[src/nand_host_pkg.sv]
// Constants and types shared by the flash host sequencer
// What the device document requires
// Device powers up in read mode
// Back-to-back reads skip setup, send 30h only
// Each read first moves page, busy low
// Each read pulse gives next column
// Random output reloads column within page
// No random output during cache read
// Cache read: setup, address, confirm, column 00h
// Cache read busy only for latency
// Status flags show controller and cache readiness
// Exit cache read outputs page n only
// Partial program of 1 to 2112 bytes
// At most eight partial programs per page
// Sequential input addresses stay in one block
// Program: setup, address, data, confirm; data required
// Random input: setup plus two column cycles
// While programming only status and reset act
// Program error flags only failed 1-to-0 cells
// Program done: ready flag, status mode held
// Copy-back: source read, then target program
// Copy-back keeps page parity and die bit
// Copy-back failure shows in status error
// Limit repeated copy-back of same data; the host keeps no copy-back count
// Commands on lower data lanes, rising strobe
// Extra address cycles ignored by device
// Exit cache read accepted during cache busy
// Wait ready or status after each confirm
package nand_host_pkg;

  typedef enum logic [3:0] {
    OP_READ, OP_CACHE_READ, OP_CACHE_EXIT, OP_RAND_OUT, OP_PROG_LOAD,
    OP_RAND_IN, OP_PROG_GO, OP_COPY_READ, OP_COPY_PROG, OP_STATUS, OP_RESET
  } op_t;

  // ==========================================================
  // Command codes
  localparam logic [7:0] CODE_READ = 8'h00;
  localparam logic [7:0] CODE_READ_GO = 8'h30;
  localparam logic [7:0] CODE_CACHE_GO = 8'h31;
  localparam logic [7:0] CODE_CACHE_EXIT = 8'h34;
  localparam logic [7:0] CODE_COPY_GO = 8'h35;
  localparam logic [7:0] CODE_RAND_OUT = 8'h05;
  localparam logic [7:0] CODE_RAND_OUT_GO = 8'hE0;
  localparam logic [7:0] CODE_PROG = 8'h80;
  localparam logic [7:0] CODE_RAND_IN = 8'h85;
  localparam logic [7:0] CODE_PROG_GO = 8'h10;
  localparam logic [7:0] CODE_STATUS = 8'h70;
  localparam logic [7:0] CODE_RESET = 8'hFF;

  // ==========================================================
  // Geometry and fields
  localparam int DATA_W = 8;
  localparam int COL_W = 12;
  localparam int ROW_W = 24;
  localparam int LEN_W = 12;
  localparam logic [LEN_W-1:0] PAGE_BYTES = 12'h840;
  localparam logic [2:0] FULL_ADDR_CYCLES = 3'h5;
  localparam logic [2:0] COPY_ADDR_CYCLES = 3'h4;
  localparam logic [2:0] COL_ADDR_CYCLES = 3'h2;
  localparam int PAGE_PARITY_BIT = 0;
  localparam int DIE_BIT = 16;
  localparam logic [3:0] MAX_PARTIAL_PROGS = 4'h8;
  localparam int STATUS_FAIL_BIT = 0;
  localparam int FIFO_DEPTH = 32;

  // ==========================================================
  // Timing
  localparam int CLK_MHZ = 10;
  localparam int BUSY_START_NS = 100;
  localparam int BUSY_START_CYC_RAW = (BUSY_START_NS * CLK_MHZ + 999) / 1000;
  localparam logic [3:0] BUSY_START_CYC =
    4'((BUSY_START_CYC_RAW < 1) ? 1 : BUSY_START_CYC_RAW);

endpackage

[src/nand_host.sv]
// Host-side sequencer driving command, address and data cycles of a flash
`timescale 1ns/1ps
`default_nettype none
module nand_host
  import nand_host_pkg::*;
  (
    input wire logic mclk,
    input wire logic rst,
    input wire logic ce,
    input wire logic cmdValid,
    input wire op_t cmdOp,
    input wire logic [COL_W-1:0] cmdCol,
    input wire logic [ROW_W-1:0] cmdRow,
    input wire logic [LEN_W-1:0] cmdLen,
    output logic cmdReady,
    output logic cmdDone,
    output logic cmdErr,
    input wire logic [DATA_W-1:0] wrData,
    input wire logic wrValid,
    output logic wrReady,
    output logic [DATA_W-1:0] rdData,
    output logic rdValid,
    input wire logic rdReady,
    output logic [DATA_W-1:0] statusByte,
    output logic opFail,
    output logic ceN,
    output logic cle,
    output logic ale,
    output logic weN,
    output logic reN,
    output logic [DATA_W-1:0] dqOut,
    output logic dqOe,
    input wire logic [DATA_W-1:0] dqIn,
    input wire logic rbReady
  );

  typedef enum {ST_IDLE, ST_CMD1, ST_ADDR, ST_DIN, ST_CMD2, ST_BUSY,
    ST_DOUT} state_t;

  state_t state_r;
  logic ph_r;
  logic [7:0] code1_r;
  logic [7:0] code2_r;
  logic sendC1_r;
  logic sendC2_r;
  logic [2:0] nAddr_r;
  logic [2:0] addrIdx_r;
  logic [LEN_W-1:0] inLen_r;
  logic [LEN_W-1:0] outLen_r;
  logic [LEN_W-1:0] cnt_r;
  logic waitRb_r;
  logic thenStatus_r;
  logic toStatus_r;
  logic [3:0] wbCnt_r;
  logic [COL_W-1:0] col_r;
  logic [ROW_W-1:0] row_r;
  logic [ROW_W-1:0] srcRow_r;
  logic [ROW_W-1:0] progRow_r;
  logic [3:0] progCnt_r;
  logic readMode_r;
  logic cacheMode_r;
  logic dataLoaded_r;
  logic pushValid_r;
  logic [DATA_W-1:0] pushData_r;
  logic fifoInReady;
  logic refuse;

  // Address byte order: two column cycles, then three row cycles
  function automatic logic [7:0] addrByte(input logic [2:0] idx,
    input logic [COL_W-1:0] c, input logic [ROW_W-1:0] r);
    case (idx)
      3'h0: addrByte = c[7:0];
      3'h1: addrByte = {4'h0, c[11:8]};
      3'h2: addrByte = r[7:0];
      3'h3: addrByte = r[15:8];
      default: addrByte = r[23:16];
    endcase
  endfunction

  // Which step follows once the earlier steps are done
  function automatic state_t stepAfter(input logic [1:0] from);
    if (from < 2'h1 && nAddr_r != '0)
      stepAfter = ST_ADDR;
    else if (from < 2'h2 && inLen_r != '0)
      stepAfter = ST_DIN;
    else if (from < 2'h3 && sendC2_r)
      stepAfter = ST_CMD2;
    else if (waitRb_r)
      stepAfter = ST_BUSY;
    else if (outLen_r != '0)
      stepAfter = ST_DOUT;
    else
      stepAfter = ST_IDLE;
  endfunction

  // ==========================================================
  // Refusal of sequences the device would misbehave on
  always_comb
  begin
    refuse = 1'b0;
    case (cmdOp)
      OP_RAND_OUT: refuse = cacheMode_r;
      OP_PROG_GO: refuse = !dataLoaded_r ||
        (progRow_r == row_r && progCnt_r == MAX_PARTIAL_PROGS);
      OP_COPY_PROG: refuse =
        (cmdRow[PAGE_PARITY_BIT] != srcRow_r[PAGE_PARITY_BIT]) ||
        (cmdRow[DIE_BIT] != srcRow_r[DIE_BIT]);
      OP_PROG_LOAD, OP_RAND_IN: refuse = (cmdLen == '0) ||
        (cmdLen > PAGE_BYTES);
      default: refuse = 1'b0;
    endcase
  end

  // ==========================================================
  // Sequencer and pins
  always_ff @(posedge mclk)
  begin
    if (rst)
    begin
      state_r <= ST_IDLE;
      ph_r <= 1'b0;
      code1_r <= CODE_READ;
      code2_r <= CODE_READ_GO;
      sendC1_r <= 1'b0;
      sendC2_r <= 1'b0;
      nAddr_r <= '0;
      addrIdx_r <= '0;
      inLen_r <= '0;
      outLen_r <= '0;
      cnt_r <= '0;
      waitRb_r <= 1'b0;
      thenStatus_r <= 1'b0;
      toStatus_r <= 1'b0;
      wbCnt_r <= '0;
      col_r <= '0;
      row_r <= '0;
      srcRow_r <= '0;
      progRow_r <= '0;
      progCnt_r <= '0;
      readMode_r <= 1'b1;
      cacheMode_r <= 1'b0;
      dataLoaded_r <= 1'b0;
      pushValid_r <= 1'b0;
      pushData_r <= '0;
      cmdReady <= 1'b0;
      cmdDone <= 1'b0;
      cmdErr <= 1'b0;
      wrReady <= 1'b0;
      statusByte <= '0;
      opFail <= 1'b0;
      ceN <= 1'b1;
      cle <= 1'b0;
      ale <= 1'b0;
      weN <= 1'b1;
      reN <= 1'b1;
      dqOut <= '0;
      dqOe <= 1'b0;
    end
    else if (ce)
    begin
      cmdDone <= 1'b0;
      cmdErr <= 1'b0;
      pushValid_r <= 1'b0;
      case (state_r)
        ST_IDLE:
        begin
          cle <= 1'b0;
          ale <= 1'b0;
          dqOe <= 1'b0;
          ceN <= 1'b0;
          cmdReady <= 1'b1;
          if (cmdValid && cmdReady)
          begin
            cmdReady <= 1'b0;
            if (refuse)
            begin
              cmdErr <= 1'b1;
            end
            else
            begin
              state_r <= ST_CMD1;
              ph_r <= 1'b0;
              addrIdx_r <= '0;
              col_r <= cmdCol;
              row_r <= cmdRow;
              sendC1_r <= 1'b1;
              sendC2_r <= 1'b0;
              nAddr_r <= '0;
              inLen_r <= '0;
              outLen_r <= '0;
              waitRb_r <= 1'b0;
              thenStatus_r <= 1'b0;
              toStatus_r <= 1'b0;
              case (cmdOp)
                OP_READ, OP_CACHE_READ:
                begin
                  code1_r <= CODE_READ;
                  sendC1_r <= !readMode_r;
                  nAddr_r <= FULL_ADDR_CYCLES;
                  sendC2_r <= 1'b1;
                  waitRb_r <= 1'b1;
                  outLen_r <= cmdLen;
                  readMode_r <= 1'b1;
                  if (cmdOp == OP_CACHE_READ)
                  begin
                    code2_r <= CODE_CACHE_GO;
                    col_r <= '0;
                    cacheMode_r <= 1'b1;
                  end
                  else
                  begin
                    code2_r <= CODE_READ_GO;
                    cacheMode_r <= 1'b0;
                  end
                end
                OP_CACHE_EXIT:
                begin
                  code1_r <= CODE_CACHE_EXIT;
                  waitRb_r <= 1'b1;
                  outLen_r <= cmdLen;
                  cacheMode_r <= 1'b0;
                end
                OP_RAND_OUT:
                begin
                  code1_r <= CODE_RAND_OUT;
                  code2_r <= CODE_RAND_OUT_GO;
                  nAddr_r <= COL_ADDR_CYCLES;
                  sendC2_r <= 1'b1;
                  outLen_r <= cmdLen;
                end
                OP_PROG_LOAD:
                begin
                  code1_r <= CODE_PROG;
                  nAddr_r <= FULL_ADDR_CYCLES;
                  inLen_r <= cmdLen;
                  readMode_r <= 1'b0;
                  cacheMode_r <= 1'b0;
                  dataLoaded_r <= 1'b0;
                end
                OP_RAND_IN:
                begin
                  code1_r <= CODE_RAND_IN;
                  nAddr_r <= COL_ADDR_CYCLES;
                  inLen_r <= cmdLen;
                  row_r <= row_r;
                end
                OP_PROG_GO:
                begin
                  code1_r <= CODE_PROG_GO;
                  row_r <= row_r;
                  waitRb_r <= 1'b1;
                  thenStatus_r <= 1'b1;
                  dataLoaded_r <= 1'b0;
                  progRow_r <= row_r;
                  progCnt_r <= (progRow_r == row_r) ?
                    progCnt_r + 1'b1 : 4'h1;
                end
                OP_COPY_READ:
                begin
                  code1_r <= CODE_READ;
                  code2_r <= CODE_COPY_GO;
                  nAddr_r <= COPY_ADDR_CYCLES;
                  sendC2_r <= 1'b1;
                  waitRb_r <= 1'b1;
                  srcRow_r <= cmdRow;
                  readMode_r <= 1'b0;
                  cacheMode_r <= 1'b0;
                end
                OP_COPY_PROG:
                begin
                  code1_r <= CODE_RAND_IN; // repeated copy-back of the same data is not limited
                  code2_r <= CODE_PROG_GO;
                  nAddr_r <= COPY_ADDR_CYCLES;
                  sendC2_r <= 1'b1;
                  waitRb_r <= 1'b1;
                  thenStatus_r <= 1'b1;
                end
                OP_STATUS:
                begin
                  code1_r <= CODE_STATUS;
                  outLen_r <= 12'h001;
                  toStatus_r <= 1'b1;
                  readMode_r <= 1'b0;
                end
                default:
                begin
                  code1_r <= CODE_RESET;
                  waitRb_r <= 1'b1;
                  readMode_r <= 1'b1;
                  cacheMode_r <= 1'b0;
                  dataLoaded_r <= 1'b0;
                end
              endcase
            end
          end
        end
        ST_CMD1:
        begin
          if (!sendC1_r)
          begin
            state_r <= stepAfter(2'h0);
          end
          else if (!ph_r)
          begin
            cle <= 1'b1;
            ale <= 1'b0;
            weN <= 1'b0;
            dqOut <= code1_r;
            dqOe <= 1'b1;
            ph_r <= 1'b1;
          end
          else
          begin
            weN <= 1'b1;
            ph_r <= 1'b0;
            cnt_r <= inLen_r;
            state_r <= stepAfter(2'h0);
          end
        end
        ST_ADDR:
        begin
          if (!ph_r)
          begin
            cle <= 1'b0;
            ale <= 1'b1;
            weN <= 1'b0;
            dqOut <= addrByte(addrIdx_r, col_r, row_r);
            dqOe <= 1'b1;
            ph_r <= 1'b1;
          end
          else
          begin
            weN <= 1'b1;
            ph_r <= 1'b0;
            addrIdx_r <= addrIdx_r + 1'b1;
            cnt_r <= inLen_r;
            if (addrIdx_r + 1'b1 == nAddr_r)
            begin
              state_r <= stepAfter(2'h1);
            end
          end
        end
        ST_DIN:
        begin
          if (!ph_r)
          begin
            cle <= 1'b0;
            ale <= 1'b0;
            if (wrValid && wrReady)
            begin
              wrReady <= 1'b0;
              weN <= 1'b0;
              dqOut <= wrData;
              dqOe <= 1'b1;
              ph_r <= 1'b1;
            end
            else
            begin
              wrReady <= 1'b1;
            end
          end
          else
          begin
            weN <= 1'b1;
            ph_r <= 1'b0;
            dataLoaded_r <= 1'b1;
            cnt_r <= cnt_r - 1'b1;
            if (cnt_r == 12'h001)
            begin
              state_r <= stepAfter(2'h2);
            end
          end
        end
        ST_CMD2:
        begin
          if (!ph_r)
          begin
            cle <= 1'b1;
            ale <= 1'b0;
            weN <= 1'b0;
            dqOut <= code2_r;
            dqOe <= 1'b1;
            ph_r <= 1'b1;
          end
          else
          begin
            weN <= 1'b1;
            ph_r <= 1'b0;
            state_r <= stepAfter(2'h3);
          end
        end
        ST_BUSY:
        begin
          cle <= 1'b0;
          dqOe <= 1'b0;
          // Ready/busy lags the strobe; sampling at once would see stale high
          if (wbCnt_r != BUSY_START_CYC)
          begin
            wbCnt_r <= wbCnt_r + 1'b1;
          end
          else if (rbReady)
          begin
            wbCnt_r <= '0;
            cnt_r <= outLen_r;
            if (thenStatus_r)
            begin
              // Fetch the outcome so errors are never missed
              code1_r <= CODE_STATUS;
              sendC1_r <= 1'b1;
              nAddr_r <= '0;
              inLen_r <= '0;
              sendC2_r <= 1'b0;
              waitRb_r <= 1'b0;
              outLen_r <= 12'h001;
              toStatus_r <= 1'b1;
              thenStatus_r <= 1'b0;
              state_r <= ST_CMD1;
            end
            else
            begin
              state_r <= (outLen_r != '0) ? ST_DOUT : ST_IDLE;
            end
          end
        end
        ST_DOUT:
        begin
          dqOe <= 1'b0;
          cle <= 1'b0;
          ale <= 1'b0;
          if (!ph_r)
          begin
            if (cnt_r == '0)
            begin
              cnt_r <= outLen_r;
            end
            // A push still in flight is not yet in the buffer's count
            else if ((fifoInReady && !pushValid_r) || toStatus_r)
            begin
              reN <= 1'b0;
              ph_r <= 1'b1;
            end
          end
          else
          begin
            reN <= 1'b1;
            ph_r <= 1'b0;
            cnt_r <= cnt_r - 1'b1;
            if (toStatus_r)
            begin
              statusByte <= dqIn;
              opFail <= dqIn[STATUS_FAIL_BIT];
            end
            else
            begin
              pushValid_r <= 1'b1;
              pushData_r <= dqIn;
            end
            if (cnt_r == 12'h001)
            begin
              state_r <= ST_IDLE;
              outLen_r <= '0;
            end
          end
        end
        default:
        begin
          state_r <= ST_IDLE;
        end
      endcase
      if ((state_r == ST_DOUT && ph_r && cnt_r == 12'h001) ||
        (state_r == ST_BUSY && wbCnt_r == BUSY_START_CYC && rbReady &&
        !thenStatus_r && outLen_r == '0) ||
        (ph_r && ((state_r == ST_CMD2 && stepAfter(2'h3) == ST_IDLE) ||
        (state_r == ST_DIN && cnt_r == 12'h001 &&
        stepAfter(2'h2) == ST_IDLE))))
      begin
        cmdDone <= 1'b1;
      end
    end
  end

  // ==========================================================
  // Read data buffer; a full buffer holds off read pulses
  nand_read_fifo #(.WIDTH(DATA_W), .DEPTH(FIFO_DEPTH)) readBuf (
    .mclk(mclk),
    .rst(rst),
    .ce(ce),
    .inData(pushData_r),
    .inValid(pushValid_r),
    .inReady(fifoInReady),
    .outData(rdData),
    .outValid(rdValid),
    .outReady(rdReady)
  );

endmodule
`default_nettype wire

[src/nand_read_fifo.sv]
// Synchronous FIFO holding bytes read out of the flash
`timescale 1ns/1ps
`default_nettype none
module nand_read_fifo
  #(
    parameter int WIDTH = 8,
    parameter int DEPTH = 32
  )
  (
    input wire logic mclk,
    input wire logic rst,
    input wire logic ce,
    input wire logic [WIDTH-1:0] inData,
    input wire logic inValid,
    output logic inReady,
    output logic [WIDTH-1:0] outData,
    output logic outValid,
    input wire logic outReady
  );

  localparam int AW = $clog2(DEPTH);

  logic [WIDTH-1:0] mem [DEPTH];
  logic [AW-1:0] wrPtr_r;
  logic [AW-1:0] rdPtr_r;
  logic [AW:0] count_r;
  logic push;
  logic pop;

  assign inReady = (count_r != (AW+1)'(DEPTH));
  assign outValid = (count_r != '0);
  assign outData = mem[rdPtr_r];
  assign push = inValid && inReady;
  assign pop = outValid && outReady;

  // ==========================================================
  // Storage
  always_ff @(posedge mclk)
  begin
    if (ce && push)
    begin
      mem[wrPtr_r] <= inData;
    end
  end

  // ==========================================================
  // Pointers
  always_ff @(posedge mclk)
  begin
    if (rst)
    begin
      wrPtr_r <= '0;
      rdPtr_r <= '0;
      count_r <= '0;
    end
    else if (ce)
    begin
      if (push)
      begin
        wrPtr_r <= (wrPtr_r == AW'(DEPTH-1)) ? '0 : wrPtr_r + 1'b1;
      end
      if (pop)
      begin
        rdPtr_r <= (rdPtr_r == AW'(DEPTH-1)) ? '0 : rdPtr_r + 1'b1;
      end
      if (push && !pop)
      begin
        count_r <= count_r + 1'b1;
      end
      else if (pop && !push)
      begin
        count_r <= count_r - 1'b1;
      end
    end
  end

endmodule
`default_nettype wire

[config.mk]
export PLATFORM = sky130hd
export DESIGN_NAME = nand_host
export DESIGN_NICKNAME = d
export VERILOG_FILES = /design/src/nand_host_pkg.sv /design/src/nand_host.sv /design/src/nand_read_fifo.sv
export SDC_FILE = /design/constraint.sdc
export NUM_CORES = 1
export LEC_CHECK = 0
export BUFFER_PORTS_ARGS = -buffer_cell sky130_fd_sc_hd__buf_2
export CAP_MARGIN = 20
export CORE_MARGIN = 3
export CORE_UTILIZATION = 45
export DETAILED_ROUTE_END_ITERATION = 16
export PLACE_DENSITY = 0.63
export SYNTH_ARGS = -nofsm -noshare
export SYNTH_HDL_FRONTEND = slang
export SYNTH_SLANG_ARGS = --single-unit
[constraint.sdc]
create_clock -name mclk -period 5.85 [get_ports mclk]
set_input_delay 1.4625 -clock mclk [delete_from_list [all_inputs] [get_ports mclk]]
set_output_delay 1.4625 -clock mclk [all_outputs]
set_load 0.05 [all_outputs]
# After elaboration in Yosys (flattened, before gate mapping)
# Memories as Yosys holds them, arrays and structs flattened. A register that Yosys moved wholly into a read port is not among the register bits.
# Index checks and enable logic that the tools add are counted.
# totals
register_bits,236
ram_bits,256
in_bits,75
out_inout_bits,36
n_memories,1
# mem_list
name,depth,word_bits,read_ports,rd_clocked_by_memory_dff,wr,line_no,rtl
readBuf.mem,32,8,1,1,1,nand_read_fifo.sv:23,logic [WIDTH-1:0] mem [DEPTH];
# classes
add_sub_neg,8
n_lt_le_gt_ge,1
n_eq_ne,57
mux,166
bitwise,6
n_reduce_logical,109
# op_table
cell,count
2-to-1 mux 32 bit,18
2-to-1 mux 12 bit,22
one-hot mux 32 bit (7 select lines),1
"== test 32 x 3 -> 1 bit, second input constant",4
"== test 32 x 4 -> 1 bit, second input constant",3
zero test 32 bit,3
one-hot mux 8 bit (4 select lines),3
2-to-1 mux 8 bit,11
2-to-1 mux 1 bit,66
"== test 32 x 2 -> 1 bit, second input constant",2
one-hot mux 12 bit (5 select lines),1
one-hot mux 8 bit (7 select lines),1
one-hot mux 12 bit (2 select lines),2
AND reduction 5 bit,9
"!= test 2 bit, second input constant",21
2-to-1 mux 3 bit,13
zero test 12 bit,3
one-hot mux 12 bit (3 select lines),1
"== test 32 x 1 -> 1 bit, second input constant",1
AND reduction 4 bit,7
== test 24 bit,1
nonzero test 12 bit,2
OR reduction 2 bit,11
2-to-1 mux 5 bit,4
other kinds (51),137

# Depth between registers and ports, before layout
# logic_depth
depth_word,12
depth_mapped,14
mapped_depth_nobuf,14

# Hierarchy
# A second synthesis with hierarchy kept.
# unflattened
hier_cells,1675
hier_area_um2,19790.2
# modules_own_cells
module,n_inst,cells_each,area_per_inst_um2,seq_area_each_um2
nand_read_fifo,1,627,11099.4,8107.8
nand_host,1,1048,8690.8,3423.3

# Worst setup path before layout
# No wires, ideal clock.
# synth_path
path_kind,reg-to-output
start,register with a tool-made name
end,output rdData[0]
arrival_ps,2616
path_slack_ps,1771
stages_incl_launch_ff,6
path_cell_list,dfxtp_1 clkbuf_1 buf_1 mux4_2 mux4_2 mux2_2
# synth_lines
element,line_no,rtl
end: declaration,nand_host.sv:21,"output logic [DATA_W-1:0] rdData,"

==> key figures <==
Status
  • Outcome: complete, no violations

Worst setup path
  • WS Path Type: reg -> out
  • Worst path required time: 4.39 ns
  • Max stage delay on crit path: 0.90 ns
  • Critical path launch point type: register
  • Delay-heaviest family, CP: multiplexers
  • Critical Path Fanout Max: 40
  • Crit path buf inv count: 2
  • Worst-path cell chain: buf_12 > mux4_2 > mux4_2 > mux2_2 > buf_2
  • Most used cell, CP: mux4_2
  • Arr. time, crit path: 3.37 ns
  • CP Depth: 5
  • Critical-path top delay cell: dfxtp_4
  • R2r worst-path depth: 7
  • CP Capture Type: primary output

Floorplan
  • Die W: 214.4 µm
  • Die Area: 45970 µm²
  • Core outline area: 42420 µm²
  • Boundary pin count: 111
  • Die Y: 214.4 µm
  • Starting Density: 46.07%
  • # rows: 75

Logic synthesis
  • Cell Area, Synth: 19540 µm²
  • Share of the synthesized area in the top cell type: 39.34%
  • Count leader, synth: edfxtp_1
  • Seq/Total Area, Yosys: 59.01%
  • Post-synth ARST share: 0%
  • Area leader, netlist: edfxtp_1
  • Area contributors post-synth: edfxtp_1, dfxtp_1, mux4_2, mux2i_1, nor2_1
  • Number of warnings issued by yosys: 0
  • Syn Area/Cell: 12.31 µm²
  • Mapped Cells: 1588
  • Library cells used by synthesis: 72
  • Post-Syn Nets: 1685
  • Post-synth EDFFs: 256
  • FF+latch count, synth: 448
  • Leading cell types by count after synthesis: edfxtp_1, dfxtp_1, nor2_1
  • Top_reg_cell synth: edfxtp_1

Final layout
  • Final #Nets: 1771
  • Filler Cells Inserted: 3685
  • Layout Area Growth over Synthesis: 14.16%
  • Inserted Diodes: 0
  • Finished Layout Cells: 2288
  • Fraction of layout cells with a size suffix above 1: 18.94%

Route
  • Vias per cell: 5.750
  • Remaining antenna violation count: 0
  • First-iteration detailed-routing DRC count: 1132
  • Via count: 13160
  • Drt wl/cell: 20.86 µm
  • DRC viols: 0
  • First-pass DRT Iterations: 5
  • Post-Route WL: 47720 µm

Timing
  • Tmin final: 4.833 ns
  • Max-slew violations: 0
  • Slew headroom: 26.87%
  • Skew final: 0.01522 ns
  • Maximum clock rate: 206.9 MHz
  • Period utilization: 82.61%
  • TNS Setup: 0 ns
  • Fin. Hold Viols: 0
  • Worst hold slack: 0.4534 ns
  • Slew @ Worst Pin: 1.095 ns
  • Final setup fails: 0
  • Unrepaired setup endpoints after global routing: false

GRT
  • Largest net degree at the start of global routing: 65
  • Vias in the first global route: 12970
  • Initial antenna violation count: 1
  • First-pass GRT wire length: 75130 µm
  • GRT Overall Usage: 20.58%
  • GRT overflow: 0

Pwr
  • Static Leak: 0.007994 µW
  • Power per Cell Area: 358.6 nW/µm²
  • Peak supply drop: 0.0002785 V

Placement
  • Final Wtd Congestion: 0.9178
  • HPWL after detailed placement: 31400 µm
  • Placed Instances: 2194
  • Port Buffers: 110

Min path
  • HP Class: reg -> reg
  • Hold path depth: 2

Clock tree
  • Worst-Skew Late Latency: 0.59 ns
  • CTS tree: built
  • Worst-path clk slew: 0.06 ns
  • Hold Buf Count CTS: 0
  • Clk sinks: 448
  • CTS buffer count: 47
  • CTS max path bufs: 3
  • CTS resizes: 0
  • H-tree levels: 2
  • Postcts setup bufs: 0
  • Root Buffer: clkbuf_16

Job
  • MaxCap Viol Count: 0
==> layer usage <==
metal  track usage (%)  part of all wire, %  wire length, µm
met5                 0                0.038               18
met4             6.077                  2.2             1044
met3             3.089                  5.8             2766
met2             33.92                   48            23080
met1             28.50                   44            20810
==> area by class of cell <==
type                    count  area [µm²]  share of cell area, %
inverters                  26       97.59                 0.4374
repair buffers            140       884.6                  3.965
well taps                 577       721.9                  3.236
multi-input cells        1011        7517                  33.69
clock inverters            15       195.2                 0.8749
flip-flops and latches    448       11540                  51.71
clock buffers              71        1358                  6.085
==> logic make-up (layout without fill, tap and decap cells) <==
group	Yosys count	in the layout	synth area share, %
and+or+nand+nor	489	489	11.93
DFF	448	448	59.01
AOI/OAI and AO/OA	290	290	9.264
muxes	169	169	13.85
buffers and inverters	129	252	2.657
xor gates and xnor gates	41	41	1.838
adders and majority gates	22	22	1.447
==> state kept, by name (all words and copies together), names as in the netlist, 4 cells and up, named ones only <==
signal	cells
readBuf.mem	256
progRow_r	24
row_r	24
cnt_r	12
col_r	12
inLen_r	12
outLen_r	12
dqOut	8
pushData_r	8
statusByte	8
code1_r	7
readBuf.count_r	6
code2_r	5
readBuf.rdPtr_r	5
readBuf.wrPtr_r	5
progCnt_r	4
wbCnt_r	4
==> where the power goes <==
part / switching [µW] / internal (µW)
Sequential: 162 / 3380
Clock: 1230 / 1750
Combinational: 871 / 614
Total: 2260 / 5740
==> per-stage QoR <==
| stage | power, µW | util [%] | setup slack (ns) | cell area [µm²] |
|---|---|---|---|---|
| finish | 8001 | 52.60 | 1.017 | 22310 |
| floorplan | 4679 | - | 1.771 | 19540 |
| detailed placement | 5084 | 48.58 | 1.452 | 20600 |
| CTS | 8065 | 52.24 | 0.8952 | 22160 |
| global placement | 5051 | 48.54 | 1.584 | 20590 |
| global route | 8343 | 52.60 | 0.7797 | 22310 |
==> final timing paths <==
check,from,to,slack (ns)
min,col_r[0],col_r[0],0.45
min reg2reg,col_r[0],col_r[0],0.45
max,register,rdData[0],1.02
max reg2reg,row_r[5],outLen_r[8],2.29
==> cell usage in the layout (no fill, tap or decap), types with 8 or more instances in the layout <==
master	Yosys	layout
edfxtp_1	256	256
dfxtp_1	192	190
nor2_1	164	164
nand2_1	130	130
buf_2	10	111
a21oi_1	97	97
mux4_2	80	80
o21ai_0	77	77
mux2i_1	77	77
clkbuf_16	0	48
nand3_1	37	37
xnor2_1	34	34
nand4_1	25	25
nor3_1	24	24
inv_1	22	22
ha_1	21	21
buf_4	4	21
nand3b_1	17	17
nor4_1	18	17
clkbuf_1	75	16
a31oi_1	15	15
o211ai_1	15	15
mux2_2	12	12
or4_1	11	11
nor2b_1	10	10
and3_1	9	9
nand2b_1	9	9
a211oi_1	10	9
a221o_1	9	9
a221oi_1	8	8
a311oi_1	8	8
clkinv_2	0	8
==> tightest hold or removal path, delay by kind of cell, from the launching register on <==
kind	cells	cell delay, ns
flip-flops	1	0.31
AND/OR/NAND/NOR	1	0.05
AO/OA/AOI/OAI	1	0.05
No activity file was read; power rests on OpenSTA's default activity.
